File: src/design/tpg_pkg.sv
// Package: register map, field layout and constants of the pulse generator
package tpg_pkg;

  // --------------------------------------------------------------
  // Register map
  // --------------------------------------------------------------
  localparam logic [11:0] ADDR_CTRL = 12'hF90;
  localparam logic [11:0] ADDR_MODULO_HIGH_REG = 12'hF94;
  localparam logic [11:0] ADDR_MODULO_LOW_REG = 12'hF96;

  // --------------------------------------------------------------
  // Reset values and masks
  // --------------------------------------------------------------
  localparam logic [7:0] CTRL_RST = 8'h00;
  localparam logic [7:0] MODULO_HIGH_REG_RST = 8'h00;
  localparam logic [7:0] MODULO_LOW_REG_RST = 8'h00;
  localparam logic [7:0] CTRL_WMASK = 8'hBB; // Bits 2 and 6 stay zero
  localparam logic [7:0] MODULO_LOW_REG_RMASK = 8'hFC; // Low two bits read zero

  // --------------------------------------------------------------
  // Field positions
  // --------------------------------------------------------------
  localparam int BIT_RELOAD = 3;
  localparam int PRE_SEL_LSB = 2;
  localparam int PRE_SEL_N = 5;
  localparam int MODULO_LOW_REG_FINE_LSB = 2;

  // --------------------------------------------------------------
  // Modes and timing
  // --------------------------------------------------------------
  localparam logic MODE_PWM = 1'b0;
  localparam logic MODE_TIMER = 1'b1;
  localparam logic [7:0] PRE_MAX = 8'hFF; // Divide by 256 terminal
  localparam int LATCH_W = 14;
  localparam int PWM_CNT_W = 15;        // Sub period of 2^15 clocks
  localparam int PWM_FRAME_LSB = 10;    // Fundamental period 2^10 clocks
  localparam int PWM_COARSE_W = 9;
  localparam int PWM_FINE_W = 5;

  // Control register layout
  typedef struct packed {
    logic pin_en;
    logic unused6;
    logic src;
    logic static_lvl;
    logic reload;
    logic zero2;
    logic run;
    logic mode;
  } tpg_ctrl_t;

endpackage

File: src/design/tpg_pwm.sv
// PWM core: 14-bit low-width waveform and fixed-interval event
`timescale 1ns/1ns
module tpg_pwm
(
  input wire logic clk,
  input wire logic reset_n,
  input wire logic en,
  input wire logic [tpg_pkg::LATCH_W-1:0] latch,
  output logic pwm_o,
  output logic period_o
);

  logic [tpg_pkg::PWM_CNT_W-1:0] cnt_r;
  logic [tpg_pkg::PWM_COARSE_W-1:0] coarse_r;
  logic extra_r;
  logic frame_start;
  logic [tpg_pkg::PWM_COARSE_W-1:0] pos;
  logic [tpg_pkg::PWM_FINE_W-1:0] frame;
  logic [tpg_pkg::PWM_COARSE_W:0] low_w;
  logic low;
  logic wrap;

  // --------------------------------------------------------------
  // Phase decode: half-rate step inside each fundamental frame
  // --------------------------------------------------------------
  assign pos = cnt_r[tpg_pkg::PWM_FRAME_LSB-1:1];
  assign frame = cnt_r[tpg_pkg::PWM_CNT_W-1:tpg_pkg::PWM_FRAME_LSB];
  assign frame_start = (cnt_r[tpg_pkg::PWM_FRAME_LSB-1:0] == '0);
  assign wrap = (cnt_r == '1);
  // Frames below the fine value get one extra low step
  assign low_w = {1'b0, coarse_r} + {{tpg_pkg::PWM_COARSE_W{1'b0}}, extra_r};
  assign low = ({1'b0, pos} < low_w);

  // Latch is sampled once per frame so faster rewrites have no effect
  always_ff @(posedge clk)
  begin
    if (!reset_n || !en)
    begin
      cnt_r <= '0;
      coarse_r <= '0;
      extra_r <= 1'b0;
      pwm_o <= 1'b1;
      period_o <= 1'b0;
    end
    else
    begin
      cnt_r <= cnt_r + 1'b1;
      if (frame_start)
      begin
        coarse_r <= latch[tpg_pkg::LATCH_W-1:tpg_pkg::PWM_FINE_W];
        extra_r <= (frame < latch[tpg_pkg::PWM_FINE_W-1:0]);
      end
      pwm_o <= ~low;
      period_o <= wrap;
    end
  end
endmodule

File: src/design/tpg_top.sv
// Top: timer and pulse generator with control and modulo registers
//
// Summary of operation
// - Mode bit 0 selects PWM generation, 1 selects the interval timer.
// - Run bit 0 stops all counting; 1 lets the generator operate.
// - Reload bit 3 gates modulo copy to latch; writable alone.
// - Static bit sets the pin level when static output is chosen.
// - Source bit 0 routes static bit, 1 routes generated waveform.
// - Pin enable 0 floats the pin, 1 drives it.
// - Reset clears the control register: stopped, pin disabled.
// - Control register is 8 bits at F90H; bit 2 zero, bit 6 unused.
// - Timer mode is an 8-bit interval timer setting the event flag.
// - One-hot low modulo bits 2..6 pick divide 256 down to 16.
// - Timer interval is divisor times high modulo plus one clocks.
// - Square wave frequency is clock over twice divisor times N plus one.
// - Counting begins on the rising edge of the run bit.
// - PWM mode outputs a 14-bit resolution waveform.
// - PWM mode sets the event flag every 2^15 clocks.
// - Latch is high modulo over low modulo upper six bits.
// - PWM is active low, low width is latch over 2^14.
`timescale 1ns/1ns
module tpg_top
(
  input wire logic CLK,
  input wire logic RESET_N,
  input wire logic [11:0] ADDR,
  input wire logic WR_EN,
  input wire logic [7:0] WDATA,
  input wire logic BIT_WR,
  input wire logic BIT_DATA,
  input wire logic RD_EN,
  output logic [7:0] RDATA,
  input wire logic IRQ_CLR,
  output logic IRQ_FLAG,
  output logic PULSE_OUT,
  output logic PULSE_OE
);

  tpg_pkg::tpg_ctrl_t ctrl_r;
  logic [7:0] ctrl_nxt;
  logic [7:0] modulo_high_reg_r;
  logic [7:0] modulo_low_reg_r;
  logic [tpg_pkg::LATCH_W-1:0] latch_r;
  logic [7:0] pre_r;
  logic [7:0] cnt_r;
  logic sq_r;
  logic [7:0] pre_mask;
  logic [7:0] part_mask [tpg_pkg::PRE_SEL_N];
  logic sel_ctrl;
  logic sel_modulo_high_reg;
  logic sel_modulo_low_reg;
  logic timer_act;
  logic pwm_act;
  logic tick;
  logic match;
  logic pwm_lvl;
  logic pwm_evt;
  logic irq_set;
  logic gen_lvl;
  logic [7:0] rd_mux;

  // --------------------------------------------------------------
  // Address decode and control write data
  // --------------------------------------------------------------
  assign sel_ctrl = (ADDR == tpg_pkg::ADDR_CTRL);
  assign sel_modulo_high_reg = (ADDR == tpg_pkg::ADDR_MODULO_HIGH_REG);
  assign sel_modulo_low_reg = (ADDR == tpg_pkg::ADDR_MODULO_LOW_REG);

  // Byte write wins over a single-bit write of the reload bit
  always_comb
  begin
    ctrl_nxt = ctrl_r;
    if (WR_EN && sel_ctrl)
      ctrl_nxt = WDATA & tpg_pkg::CTRL_WMASK;
    else if (BIT_WR && sel_ctrl)
      ctrl_nxt[tpg_pkg::BIT_RELOAD] = BIT_DATA;
  end

  // Register storage
  always_ff @(posedge CLK)
  begin
    if (!RESET_N)
    begin
      ctrl_r <= tpg_pkg::CTRL_RST;
      modulo_high_reg_r <= tpg_pkg::MODULO_HIGH_REG_RST;
      modulo_low_reg_r <= tpg_pkg::MODULO_LOW_REG_RST;
    end
    else
    begin
      ctrl_r <= ctrl_nxt;
      if (WR_EN && sel_modulo_high_reg)
        modulo_high_reg_r <= WDATA;
      if (WR_EN && sel_modulo_low_reg)
        modulo_low_reg_r <= WDATA;
    end
  end

  // Reload: high modulo and upper six bits of low modulo copied into the latch when enabled
  always_ff @(posedge CLK)
  begin
    if (!RESET_N)
      latch_r <= '0;
    else if (ctrl_r.reload)
      latch_r <= {modulo_high_reg_r, modulo_low_reg_r[7:tpg_pkg::MODULO_LOW_REG_FINE_LSB]};
  end

  // --------------------------------------------------------------
  // Readback
  // --------------------------------------------------------------
  assign rd_mux = sel_ctrl ? ctrl_r :
                  sel_modulo_high_reg ? modulo_high_reg_r :
                  sel_modulo_low_reg ? (modulo_low_reg_r & tpg_pkg::MODULO_LOW_REG_RMASK) : 8'h00;

  always_ff @(posedge CLK)
  begin
    if (!RESET_N)
      RDATA <= 8'h00;
    else
      RDATA <= RD_EN ? rd_mux : 8'h00;
  end

  // --------------------------------------------------------------
  // Prescaler select: one mask per one-hot select bit
  // --------------------------------------------------------------
  genvar gi;
  generate
    for (gi = 0; gi < tpg_pkg::PRE_SEL_N; gi++)
    begin : g_pre
      assign part_mask[gi] =
        latch_r[tpg_pkg::PRE_SEL_LSB - tpg_pkg::MODULO_LOW_REG_FINE_LSB + gi] ?
        (tpg_pkg::PRE_MAX >> gi) : 8'h00;
    end
  endgenerate

  assign pre_mask = part_mask[0] | part_mask[1] | part_mask[2] |
                    part_mask[3] | part_mask[4];

  // --------------------------------------------------------------
  // Interval timer
  // --------------------------------------------------------------
  assign timer_act = ctrl_r.run &&
    (ctrl_r.mode == tpg_pkg::MODE_TIMER);
  assign pwm_act = ctrl_r.run &&
    (ctrl_r.mode == tpg_pkg::MODE_PWM);
  assign tick = timer_act && ((pre_r & pre_mask) == pre_mask);
  // Compare against the high modulo half of the latch
  assign match = tick &&
    (cnt_r == latch_r[tpg_pkg::LATCH_W-1:tpg_pkg::LATCH_W-8]);

  // Counters sit at zero while stopped, so a run rising edge starts fresh
  always_ff @(posedge CLK)
  begin
    if (!RESET_N || !timer_act)
    begin
      pre_r <= 8'h00;
      cnt_r <= 8'h00;
      sq_r <= 1'b0;
    end
    else
    begin
      pre_r <= tick ? 8'h00 : pre_r + 8'h01;
      if (match)
        cnt_r <= 8'h00;
      else if (tick)
        cnt_r <= cnt_r + 8'h01;
      if (match)
        sq_r <= ~sq_r;
    end
  end

  // --------------------------------------------------------------
  // PWM core
  // --------------------------------------------------------------
  tpg_pwm u_pwm
  (
    .clk(CLK),
    .reset_n(RESET_N),
    .en(pwm_act),
    .latch(latch_r),
    .pwm_o(pwm_lvl),
    .period_o(pwm_evt)
  );

  // --------------------------------------------------------------
  // Event flag and output pin
  // --------------------------------------------------------------
  assign irq_set = match || pwm_evt;
  assign gen_lvl = ctrl_r.mode ? sq_r : pwm_lvl;

  // Set beats clear in the same cycle
  always_ff @(posedge CLK)
  begin
    if (!RESET_N)
      IRQ_FLAG <= 1'b0;
    else if (irq_set)
      IRQ_FLAG <= 1'b1;
    else if (IRQ_CLR)
      IRQ_FLAG <= 1'b0;
  end

  // Pin level and drive enable
  always_ff @(posedge CLK)
  begin
    if (!RESET_N)
    begin
      PULSE_OUT <= 1'b0;
      PULSE_OE <= 1'b0;
    end
    else
    begin
      PULSE_OUT <= ctrl_r.src ? gen_lvl : ctrl_r.static_lvl;
      PULSE_OE <= ctrl_r.pin_en;
    end
  end
endmodule

File: config.mk
export PLATFORM = sky130hd
export DESIGN_NAME = tpg_top
export DESIGN_NICKNAME = d
export VERILOG_FILES = /design/src/design/tpg_pkg.sv /design/src/design/tpg_pwm.sv /design/src/design/tpg_top.sv
export SDC_FILE = /design/constraint.sdc
export NUM_CORES = 1
export LEC_CHECK = 0
export BUFFER_PORTS_ARGS = -buffer_cell sky130_fd_sc_hd__buf_2
export CORE_MARGIN = 3
export CORE_UTILIZATION = 40
export DETAILED_ROUTE_END_ITERATION = 10
export SLEW_MARGIN = 40
export SYNTH_ARGS = -nofsm -noshare
export SYNTH_HDL_FRONTEND = slang
export SYNTH_SLANG_ARGS = --single-unit
File: constraint.sdc
create_clock -name CLK -period 2.6 [get_ports CLK]
set_clock_uncertainty 0.15 [all_clocks]
set_input_delay 0 -clock CLK [delete_from_list [all_inputs] [get_ports CLK]]
set_output_delay 0 -clock CLK [all_outputs]
set_load 0.1 [all_outputs]
After elaboration in Yosys (flattened, before gate mapping)
Cells that the tools add are included.
Cells by class
  multiplexer cells: 14
  $add $sub $neg: 4
  $lt $le $gt $ge: 2
  bitwise gates (word level): 9
  equality and inequality tests: 6
  reduce and logical (&&, ||, !) cells: 21
Operators with widths (number)
  $eq 12x12->1 const B: 3
  $mux 8: 4
  $add 8x1->8 const B: 2
  $eq 8x8->1: 2
  $add 15x1->15 const B: 1
  $eq 15x15->1 const B: 1
  $add 9x1->10: 1
  $logic_not 10->1: 1
  $lt 9x10->1: 1
  $and 8x8->8: 1
  $logic_and 1x1->1: 8
  $or 8x4->8: 1
  $or 8x5->8: 1
  $or 8x6->8: 1
  $or 8x7->8: 1
  $mux 7: 1
  $mux 1: 6
  $mux 6: 1
  $reduce_or 2->1: 3
  $lt 5x5->1: 1
  $mux 5: 1
  $mux 4: 1
  $not 1->1: 4
  $reduce_bool 2->1: 2
  other kinds (3): 7
Storage, ports and cells
  input bits: 27
  flip-flop bits (word level): 91

Depth between registers and ports, before layout
Gate-level depths: netlist (run 1).
  depth after elaboration: 11
  mapped depth: 9

Hierarchy
A second synthesis (run 1) with hierarchy kept.
Second synthesis, totals
  cells, all modules: 458
  area total of the unflattened synthesis: 4161.5 sq um
By module, submodules not included
  tpg_top: cells each 286, area an instance 2656.3 sq um, sequential area each 1241.2 sq um, instances 1
  tpg_pwm: cells each 172, area an instance 1505.2 sq um, sequential area each 540.5 sq um, instances 1

Least setup slack after synthesis (run 1)
OpenSTA, ideal clock, no wires.
  path type: register to register
  start: reg u_pwm.extra_r
  end: reg u_pwm.pwm_o
  data arrival time: 1674 ps
  clock period less this slack: 1953 ps
  path slack: 647 ps
  buffers on the path: 0
  stages on the path, launching flop included: 10
  required time: 2321 ps
  cell sequence: dfxtp_1 -> ha_1 -> ha_1 -> nand3_1 -> xor2_1 -> ha_1 -> a21oi_1 -> o21ai_0 -> a21oi_1 -> o211ai_1
Between the ends
  word-level cells in the longest chain between the ends: 3
Ends and longest elaborated chain
  start, declared: line tpg_pwm.sv:15  | logic extra_r;
  start signal, assigned: line tpg_pwm.sv:51  | extra_r <= (frame < latch[tpg_pkg::PWM_FINE_W-1:0]);
  $add 9x1->10: line tpg_pwm.sv:31  | assign low_w = {1'b0, coarse_r} + {{tpg_pkg::PWM_COARSE_W{1'b0}}, extra_r};
  $lt 9x10->1: line tpg_pwm.sv:32  | assign low = ({1'b0, pos} < low_w);
  $not 1->1: line tpg_pwm.sv:53  | pwm_o <= ~low;
  end signal, assigned: line tpg_pwm.sv:53
  end, declared: line tpg_pwm.sv:9  | output logic pwm_o,
Every way passes these cells.
A chain may end at the register's enable or synchronous reset.

Final worst setup path (run 1)
  start: in WR_EN
  end: reg ctrl_r[3] (netlist name)
Between the ends
  word-level cells in the longest chain between the ends: 2
  elaborated cells on any way between the ends: 3
  those cells by class: 1 x mux; 2 x reduce/logical
Ends and longest elaborated chain
  start, declared: line tpg_top.sv:27  | input wire logic WR_EN,
  $logic_and 1x1->1 *: line tpg_top.sv:73  | if (WR_EN && sel_ctrl)
  $mux 1 / $reduce_bool 2->1 (equally long branches)
  end signal, assigned: line tpg_top.sv:84  | ctrl_r <= tpg_pkg::CTRL_RST;
  end signal, assigned: line tpg_top.sv:90  | ctrl_r <= ctrl_nxt;
  end, declared: line tpg_top.sv:39  | tpg_pkg::tpg_ctrl_t ctrl_r;
Every way passes the cells marked *; elsewhere a longest branch is shown, timed or not.

==> impl_results.md, run 1 <==
- Worst setup SP type: primary input
- DIE WIDTH: 108 µm
- Share of the synthesized area in the top cell type: 42.8%
- Tot GR Track Use: 16.5%
- Setup ws final: 0.210 ns
- Setup violations, final: 0
- Fin area: 4800 µm²
- Reg2reg end: u_pwm.pwm_o$_SDFF_PP1_
- Post-Syn Nets: between 500 and 600
- Power per standard cell area: approximately 480 nW/µm²
- Share of post-route cells with drive strength above 1: between 10% and 20%
- Worst-Margin Slew: 0.570 ns
- Post-Synthesis Cells: ~460
- Switching power: ~0.00056 W
- Boundary pin count: 38
- Top cells by area, synth: dfxtp_1 43%, mux2i_1 9.1%, ha_1 5.4%, nor2_1 4.9%, xor2_1 4.4%
- Vias in the first global route: between 3000 and 4000
- Antenna violations before repair: 0
- GPL Wtd Cong: around 0.81
- Area delta synth->final: 15.4%
- Int Pwr: 0.00176 W
- Slew HR: 61.7%
- Max stage delay cell, worst path: dlygate4sd3_1
- Fillers: around 960
- H-tree Lvls: 3
- Number of synthesized flops with an enable pin: 0
- Postcts setup bufs: 0
- Wirelength per Cell: roughly 14 µm
- Syn Area/Cell: about 9 µm²
- Worst hold margin: approximately 0.018 ns
- Clock sinks: between 80 and 90
- ANT nets after route: 0
- Leak: 1.73 nW
- CP dominant cell by count: dlygate4sd3_1
- Clock Pin Slew Worst Setup and Hold Paths: roughly 0.10 ns
- Fin nets: about 550
- Worst setup EP type: flop
- F_max: around 0.42 GHz
- Chip height: about 110 µm
- CP startpoint: WR_EN
- Worst reg-to-reg setup slack: between 0.4 and 0.5 ns
- Max Root-Sink Buffers: 2
- Fin. Hold Viols: 0
- CTS tree: done
- Setup TNS: 0 ns
- Switch share: about 24%
- Clk Latency, worst-skew pair: roughly 0.37 ns
- Peak supply drop: around 0.38 mV
- Sequential cell area fraction in the yosys report: between 40% and 50%
- CP bufs+invs: 5
- Mapped Area: 4160 µm²
- Worst endpoint required time: between 2 and 3 ns
- Max incr delay on CP: ~0.56 ns
- Synth warn: 0
- Root Buffer: clkbuf_8
- Max-slew violations: 0
- WL final: around 9 mm
- Die area: about 12000 µm²
- Area after DPL: 4460 µm²
- HPWL Detailed: 6.62 mm
- Synth cell types: a little under 50
- Max-cap violation count: 0
- Initial DRC Count: between 100 and 150
- Number of diodes: 0
- Status: complete, no violations
- Critical Path Sink: ctrl_r[3]$_SDFFE_PN0P_
- Pre-CTS WS: roughly 0.35 ns
- DR vias: 3253
- CP Class: in2reg
- RSZ-0062 raised after global routing: false
- Remaining Overflow, GRT: 0
- Largest net degree at the start of global routing: 25
- HP Class: in2reg
- DRT Pass-1 Iters: 5
- Drc violations: 0
- Crit-path cells: dlygate4sd3_1, buf_2, clkinvlp_4, o22a_1, dlygate4sd3_1, o41ai_1, nor2_1, dlygate4sd3_1
- # rows: 36
- Worst r2r src: u_pwm.coarse_r[2]$_SDFFE_PP0N_
- Worst-path fanout max: 5
- Ys async rst share: 0%
- Tcrit/Tclk final: 91.9%
- Cell taking the most area after synthesis: dfxtp_1
- Yosys reg bits: 89
- Register share of total power: 58.7%
- Initial Util: a little over two fifths
- Vias/cell: 5.03
- Final cell count without fillers: 647
- Clk pwr share: 37.9%
- Worst EP arrival: about 2.5 ns
- Num CTS Buffers: 9
- Comb pwr share: under 10%
- Reg2reg path depth: 9
- CORE AREA: 9950 µm²
- Min cycle time layout: between 2 and 2.5 ns
- Cell count along the critical path: 8
- First-pass GRT wire length: roughly 15 mm
- Placed cell count: a little over 600
- Top FF cell, synth: dfxtp_1
- Top Family by Delay on Critical Path: buffers and inverters
- PortBufs: 37
## state kept, by name (all words and copies together) (netlist names)
name	count
pre_r	8
modulo_high_reg_r	8
latch_r	14
u_pwm.extra_r	1
IRQ_FLAG	1
u_pwm.pwm_o	1
ctrl_r	6
modulo_low_reg_r	6
sq_r	1
PULSE_OE	1
u_pwm.cnt_r	15
u_pwm.period_o	1
RDATA	8
PULSE_OUT	1
cnt_r	8
u_pwm.coarse_r	9
## metal layers
| metal | global-route usage, % | routed length, µm |
|---|---|---|
| met1 | 21.6 | 4320 |
| met2 | 26.5 | 4290 |
| met3 | 4.48 | 283 |
| met4 | 5.59 | 121 |
| met5 | 0 | 0 |
## Yosys cell counts (all sizes together) (2+ instances only)
| cell | count |
|---|---|
| xnor2 | 12 |
| a32o | 2 |
| nand4 | 4 |
| o21ai | 20 |
| nor2b | 22 |
| nand2b | 2 |
| xor2 | 21 |
| ha | 18 |
| nand3 | 34 |
| and3 | 8 |
| inv | 15 |
| or2 | 4 |
| nor4 | 8 |
| a21o | 2 |
| a31oi | 4 |
| buf | 6 |
| mux2i | 38 |
| o22ai | 2 |
| clkbuf | 15 |
| dfxtp | 89 |
| o211a | 2 |
| and2 | 3 |
| nor3 | 8 |
| nor2 | 54 |
| nand2 | 35 |
| o2bb2ai | 2 |
| a21oi | 11 |
| or3 | 5 |
## cells in the final DEF, fill, tap and decap left out, types with 3 or more instances in the layout
cell           instances
ha_1                  18
buf_4                  5
dfxtp_1               89
or2_2                  4
inv_1                 14
and3_1                 8
xor2_1                21
nor2b_1               22
nor4_1                 6
or3_1                  3
nand4_1                4
buf_2                 37
dlygate4sd3_1         16
nor2_1                54
clkbuf_8               9
nand2_1               35
nor3_1                 7
o21ai_0               19
nand3_1               34
a21oi_1               11
and2_1                 3
mux2i_1               38
a31oi_1                4
xnor2_1               12
## power groups by stage
| stage | registers (W) | clock network, W | logic [W] |
|---|---|---|---|
| after floorplan | 0.00139 | 0 | 0.0000330 |
| after CTS | 0.00136 | 0.000904 | 0.0000782 |
| final | 0.00136 | 0.000878 | 0.0000794 |
| after global placement | 0.00139 | 0 | 0.0000597 |
| after detailed placement | 0.00139 | 0 | 0.0000603 |
| after global routing | 0.00136 | 0.000976 | 0.0000857 |
## logic make-up after synthesis
family                     Yosys count  share of synthesized area, %
adders and majority gates           18                          5.41
DFF                                 89                          42.8
and+or+nand+nor                    192                          23.6
buffers and inverters               36                          3.67
xor gates and xnor gates            33                          6.94
muxes                               38                          9.14
AOI/OAI and AO/OA                   55                          8.45
## metrics by stage
stage,util [%],power (W)
after global routing,48.3,0.00242
after global placement,44.8,0.00145
after floorplan,-,0.00143
final,48.3,0.00232
after CTS,48.2,0.00234
after detailed placement,44.8,0.00145
## area by class of cell
class / instances / area [µm²] / share of cell area (%)
clock inverters: 6 / 50.0 / 1.04
clock buffers: 10 / 128 / 2.66
multi-input cells: 336 / 2230 / 46.5
repair buffers: 58 / 383 / 7.97
inverters: 15 / 60.1 / 1.25
well taps: 133 / 166 / 3.46
flip-flops and latches: 89 / 1780 / 37.1
## worst min-delay path: stages
cell,delay (ns)
buf_2,0.23
mux2i_1,0.19
nor2_1,0.09
## how the worst min path moves through the flow
stage	start	endpoint	slack, ns	depth (start not counted)
after global placement	WDATA[6]	modulo_high_reg_r[6]$_SDFFE_PN0P_	0.08	3
after floorplan	WDATA[0]	ctrl_r[0]$_SDFFE_PN0P_	-0.02	2
final	ADDR[2]	RDATA[1]$_SDFF_PN0_	0.02	3
after detailed placement	WDATA[6]	modulo_high_reg_r[6]$_SDFFE_PN0P_	0.1	3
after CTS	ADDR[2]	RDATA[1]$_SDFF_PN0_	0.01	3
after global routing	ADDR[2]	RDATA[0]$_SDFF_PN0_	0.02	3
## repair_timing
action,4_1_cts,5_1_grt
hold endpoints to repair,34,0
setup endpoints to repair,0,1
hold buffers,16,0
gates resized for setup,0,1
(Power assumes the default switching activity.)
==> run 2: changes to the inputs <==
--- a/config.mk
+++ b/config.mk
@@ -8,8 +8,10 @@
 export BUFFER_PORTS_ARGS = -buffer_cell sky130_fd_sc_hd__buf_2
 export CORE_MARGIN = 3
 export CORE_UTILIZATION = 40
+export CTS_CLUSTER_SIZE = 20
 export DETAILED_ROUTE_END_ITERATION = 10
 export SLEW_MARGIN = 40
 export SYNTH_ARGS = -nofsm -noshare
 export SYNTH_HDL_FRONTEND = slang
+export SYNTH_HIERARCHICAL = 1
 export SYNTH_SLANG_ARGS = --single-unit
==> run 2 against run 1 <==
Net effect:
- non-clock buffer count rose by 9
- routed wire length up 2.8%
- core utilization increased by 1.1 points
- critical path depth is 1 higher
- clock-buffer cell count grew 1
- sequential share of layout area fell by 0.77 points
- synthesized area barely moved
==> impl_results.md, run 2 <==
- DR vias: 3336 (was 3253)
- Root Buffer: clkbuf_8 (unchanged)
- Cell taking the most area after synthesis: dfxtp_1 (unchanged)
- CP dominant cell by count: dlygate4sd3_1 (unchanged)
- Setup ws final: 0.188 ns (was 0.210 ns)
- Max Root-Sink Buffers: 2 (unchanged)
- HPWL Detailed: 6.68 mm (was 6.62 mm)
- Complex-gate fraction of the synthesized area: 10.2% (was 8.45%)
- HP Class: in2reg (unchanged)
- Largest net degree at the start of global routing: 32 (was 25)
- Max-cap violation count: 0 (unchanged)
- Max stage delay cell, worst path: dlygate4sd3_1 (unchanged)
- Vias in the first global route: 3338 (was 3105)
- Worst EP arrival: 2.57 ns (was 2.51 ns)
- Final core utilization: 49.3% (was 48.3%)
- Top cells by area, synth: dfxtp_1 43%, mux2i_1 6.7%, ha_1 5.4%, nor2_1 4.5%, nand3_1 4.2% (was dfxtp_1 43%, mux2i_1 9.1%, ha_1 5.4%, nor2_1 4.9%, xor2_1 4.4%)
- Worst endpoint required time: 2.75 ns (was 2.72 ns)
- Tot GR Track Use: 17.1% (was 16.5%)
- Synth cell types: 45 (was 49)
- CTS tree: done (unchanged)
- Wirelength per Cell: 14.1 µm (was 13.9 µm)
- Crit-path cells: dlygate4sd3_1, buf_2, nand2_1, nor4_2, buf_4, nand3_1, dlygate4sd3_1, a21boi_0, dlygate4sd3_1 (was dlygate4sd3_1, buf_2, clkinvlp_4, o22a_1, dlygate4sd3_1, o41ai_1, nor2_1, dlygate4sd3_1)
- Comb pwr share: 3.3% (was 3.4%)
- Drc violations: 0 (unchanged)
- Max-slew violations: 0 (unchanged)
- Synth Area in Adders: 5.41% (about the same)
- PortBufs: 37 (unchanged)
- Max FFs per register: 15 (unchanged)
- Die area: 11700 µm² (about the same)
- Fin area: 4910 µm² (was 4800 µm²)
- F_max: 0.415 GHz (was 0.418 GHz)
- Clock sinks: 89 (unchanged)
- Min cycle time layout: 2.41 ns (was 2.39 ns)
- Peak supply drop: 0.290 mV (was 0.379 mV)
- Slew HR: 67.7% (was 61.7%)
- Worst setup EP type: flop (unchanged)
- Yosys reg bits: 89 (unchanged)
- H-tree Lvls: 3 (unchanged)
- Clk pwr share: 38.2% (was 37.9%)
- Max incr delay on CP: 0.56 ns (about the same)
- Share of the synthesized area in the top cell type: 42.8% (about the same)
- Switching power: 0.000542 W (was 0.000557 W)
- Most flops, register: u_pwm/cnt_r (was u_pwm.cnt_r)
- Top-count cell post-synth: dfxtp_1 (unchanged)
- CP Class: in2reg (unchanged)
- Area delta synth->final: 17.9% (was 15.4%)
- Switch share: 23.3% (was 24.0%)
- First-pass GRT wire length: 15.9 mm (was 15.2 mm)
- Xor/xnor share of the synthesized area: 7.16% (was 6.94%)
- Worst reg-to-reg setup slack: 0.44 ns (was 0.46 ns)
- Worst hold margin: 0.0781 ns (was 0.0178 ns)
- Remaining Overflow, GRT: 0 (unchanged)
- DRT Pass-1 Iters: 4 (was 5)
- Boundary pin count: 38 (unchanged)
- Syn Area/Cell: 9.09 µm² (was 9.03 µm²)
- ANT nets after route: 0 (unchanged)
- CORE AREA: 9950 µm² (unchanged)
- Top FF cell, synth: dfxtp_1 (unchanged)
- Tcrit/Tclk final: 92.8% (was 91.9%)
- Setup TNS: 0 ns (unchanged)
- Sequential cell area fraction in the yosys report: 42.8% (about the same)
- Status: complete, no violations (unchanged)
- Mapped Area: 4160 µm² (about the same)
- Most frequent cells in the layout: 88 x dfxtp_1, 50 x nor2_1, 37 x buf_2, 35 x nand2_1, 35 x nand3_1 (was 89 x dfxtp_1, 54 x nor2_1, 38 x mux2i_1, 37 x buf_2, 35 x nand2_1)
- CP bufs+invs: 5 (unchanged)
- DIE WIDTH: 108 µm (about the same)
- Post-Syn Nets: 503 (was 506)
- Int Pwr: 0.00178 W (was 0.00176 W)
- Worst setup SP type: primary input (unchanged)
- Worst-path fanout max: 13 (was 5)
- # rows: 36 (unchanged)
- Clock Pin Slew Worst Setup and Hold Paths: 0.09 ns (was 0.10 ns)
- Synth warn: 6 (was 0)
- Initial DRC Count: 134 (was 112)
- Num CTS Buffers: 9 (unchanged)
- Fin. Hold Viols: 0 (unchanged)
- Fillers: 953 (was 958)
- Clk Latency, worst-skew pair: 0.36 ns (was 0.37 ns)
- Fin nets: 565 (was 554)
- Leak: 1.76 nW (was 1.73 nW)
- Number of diodes: 0 (unchanged)
- Initial Util: 41.8% (about the same)
- Pre-CTS WS: 0.425 ns (was 0.346 ns)
- Most common cell after layout, fill and taps aside: dfxtp_1 (unchanged)
- Chip height: 108 µm (about the same)
- Largest regs: u_pwm/cnt_r x15, latch_r x14, u_pwm/coarse_r x9 (was u_pwm.cnt_r x15, latch_r x14, u_pwm.coarse_r x9)
- Register share of total power: 58.5% (was 58.7%)
- Power per standard cell area: 474 nW/µm² (was 483 nW/µm²)
- GPL Wtd Cong: 0.811 (was 0.807)
- Most instantiated cells after synthesis: 89 x dfxtp_1, 50 x nor2_1, 35 x nand2_1, 35 x nand3_1, 28 x mux2i_1 (was 89 x dfxtp_1, 54 x nor2_1, 38 x mux2i_1, 35 x nand2_1, 34 x nand3_1)
- Vias/cell: 5.07 (was 5.03)
- Main combinational cell family by area after synthesis: simple AND/OR/NAND/NOR gates (unchanged)
- Top Family by Delay on Critical Path: buffers and inverters (unchanged)
- Share of post-route cells with drive strength above 1: 14.1% (was 13.4%)
- Number of synthesized flops with an enable pin: 0 (unchanged)
- Setup violations, final: 0 (unchanged)
- Antenna violations before repair: 0 (unchanged)
- Simple-Gate Fraction of Synth Area: 24.7% (was 23.6%)
- Mux cell area share after synthesis: 6.73% (was 9.14%)
- Post-Synthesis Cells: 458 (was 461)
- Ys async rst share: 0% (unchanged)
- Area after DPL: 4500 µm² (was 4460 µm²)
- Worst-Margin Slew: 0.484 ns (was 0.570 ns)
- WL final: 9.26 mm (was 9.01 mm)
- RSZ-0062 raised after global routing: false (unchanged)
[run 2: cell count changes in the layout (fill, tap and decap cells not counted), sizes merged, moves of 3 or more]
cell and change:
xor2 -3, nor3 +4, xnor2 +4, o21ai +4, nor2 -4, nor2b -5, mux2i -10, a31oi -4
or2 -3, nand2b +4, dlygate4sd3 +7, nor4 +3, a22oi +6, a21boi +6
[run 2: area by class of cell]
class                      instances  area (µm²)  area share (%)
tap                              133         166            3.39
clock buffer                      11         141            2.88
clock inverter                     5        38.8           0.790
sequential                        89        1780            36.3
inverter                          15        56.3            1.15
multi-input combinational        338        2250            45.9
timing repair buffer              67         468            9.53
[run 2: per-layer routing]
| metal | global-route usage [%] | share of wire [%] | vias to the layer above |
|---|---|---|---|
| met5 | 0 | 0 | - |
| met2 | 28.6 | 48 | 34 |
| met1 | 22.2 | 48 | 1564 |
| li1 | - | - | 1726 |
| met3 | 4.06 | 2.7 | 12 |
| met4 | 4.33 | 1.2 | 0 |
[run 2: timing repair]
action	CTS	global route
hold endpoints to repair	32	0
setup buffers	0	0
hold buffers	23	0
resized for setup	0	0
[run 2: worst register-to-register path, cell delays in order (launching register included)]
cell and delay [ns]:
dfxtp_1 0.34, ha_1 0.19, ha_1 0.19, and3_1 0.22
nand3_1 0.10, xor2_1 0.15, ha_1 0.29, and4_1 0.18
o211ai_1 0.09, a32oi_1 0.20
[run 2: final timing paths]
check                                 start                          endpoint  cells after the start
min reg2reg      u_pwm/extra_r$_SDFFE_PP0N_        u_pwm/extra_r$_SDFFE_PP0N_                      2
min                                 ADDR[3]  modulo_low_reg_r[3]$_SDFFE_PN0P_                      6
max                                 ADDR[2]  modulo_low_reg_r[7]$_SDFFE_PN0P_                      9
max reg2reg  u_pwm/coarse_r[0]$_SDFFE_PP0N_            u_pwm/pwm_o$_SDFF_PP1_                      9
[run 2: logic make-up after synthesis]
family          count (synthesis)
compound gates                 62
xor+xnor                       34
fa+ha+maj                      18
buf+inv                        31
flops                          89
mux                            28
simple gates                  196
[run 2: stage by stage]
stage / std cells / total power, W
6_report: 658 / 0.00233
5_1_grt: 658 / 0.00242
3_5_place_dp: 619 / 0.00145
4_1_cts: 658 / 0.00235
3_3_place_gp: 619 / 0.00145
2_1_floorplan: 458 / 0.00142
[run 2: power groups by stage]
stage	logic [W]	registers, W	clock network, W
floorplan	0.0000278	0.00139	0
global placement	0.0000555	0.00139	0
detailed placement	0.0000555	0.00139	0
CTS	0.0000751	0.00136	0.000916
global route	0.0000833	0.00136	0.000976
finish	0.0000759	0.00136	0.000889
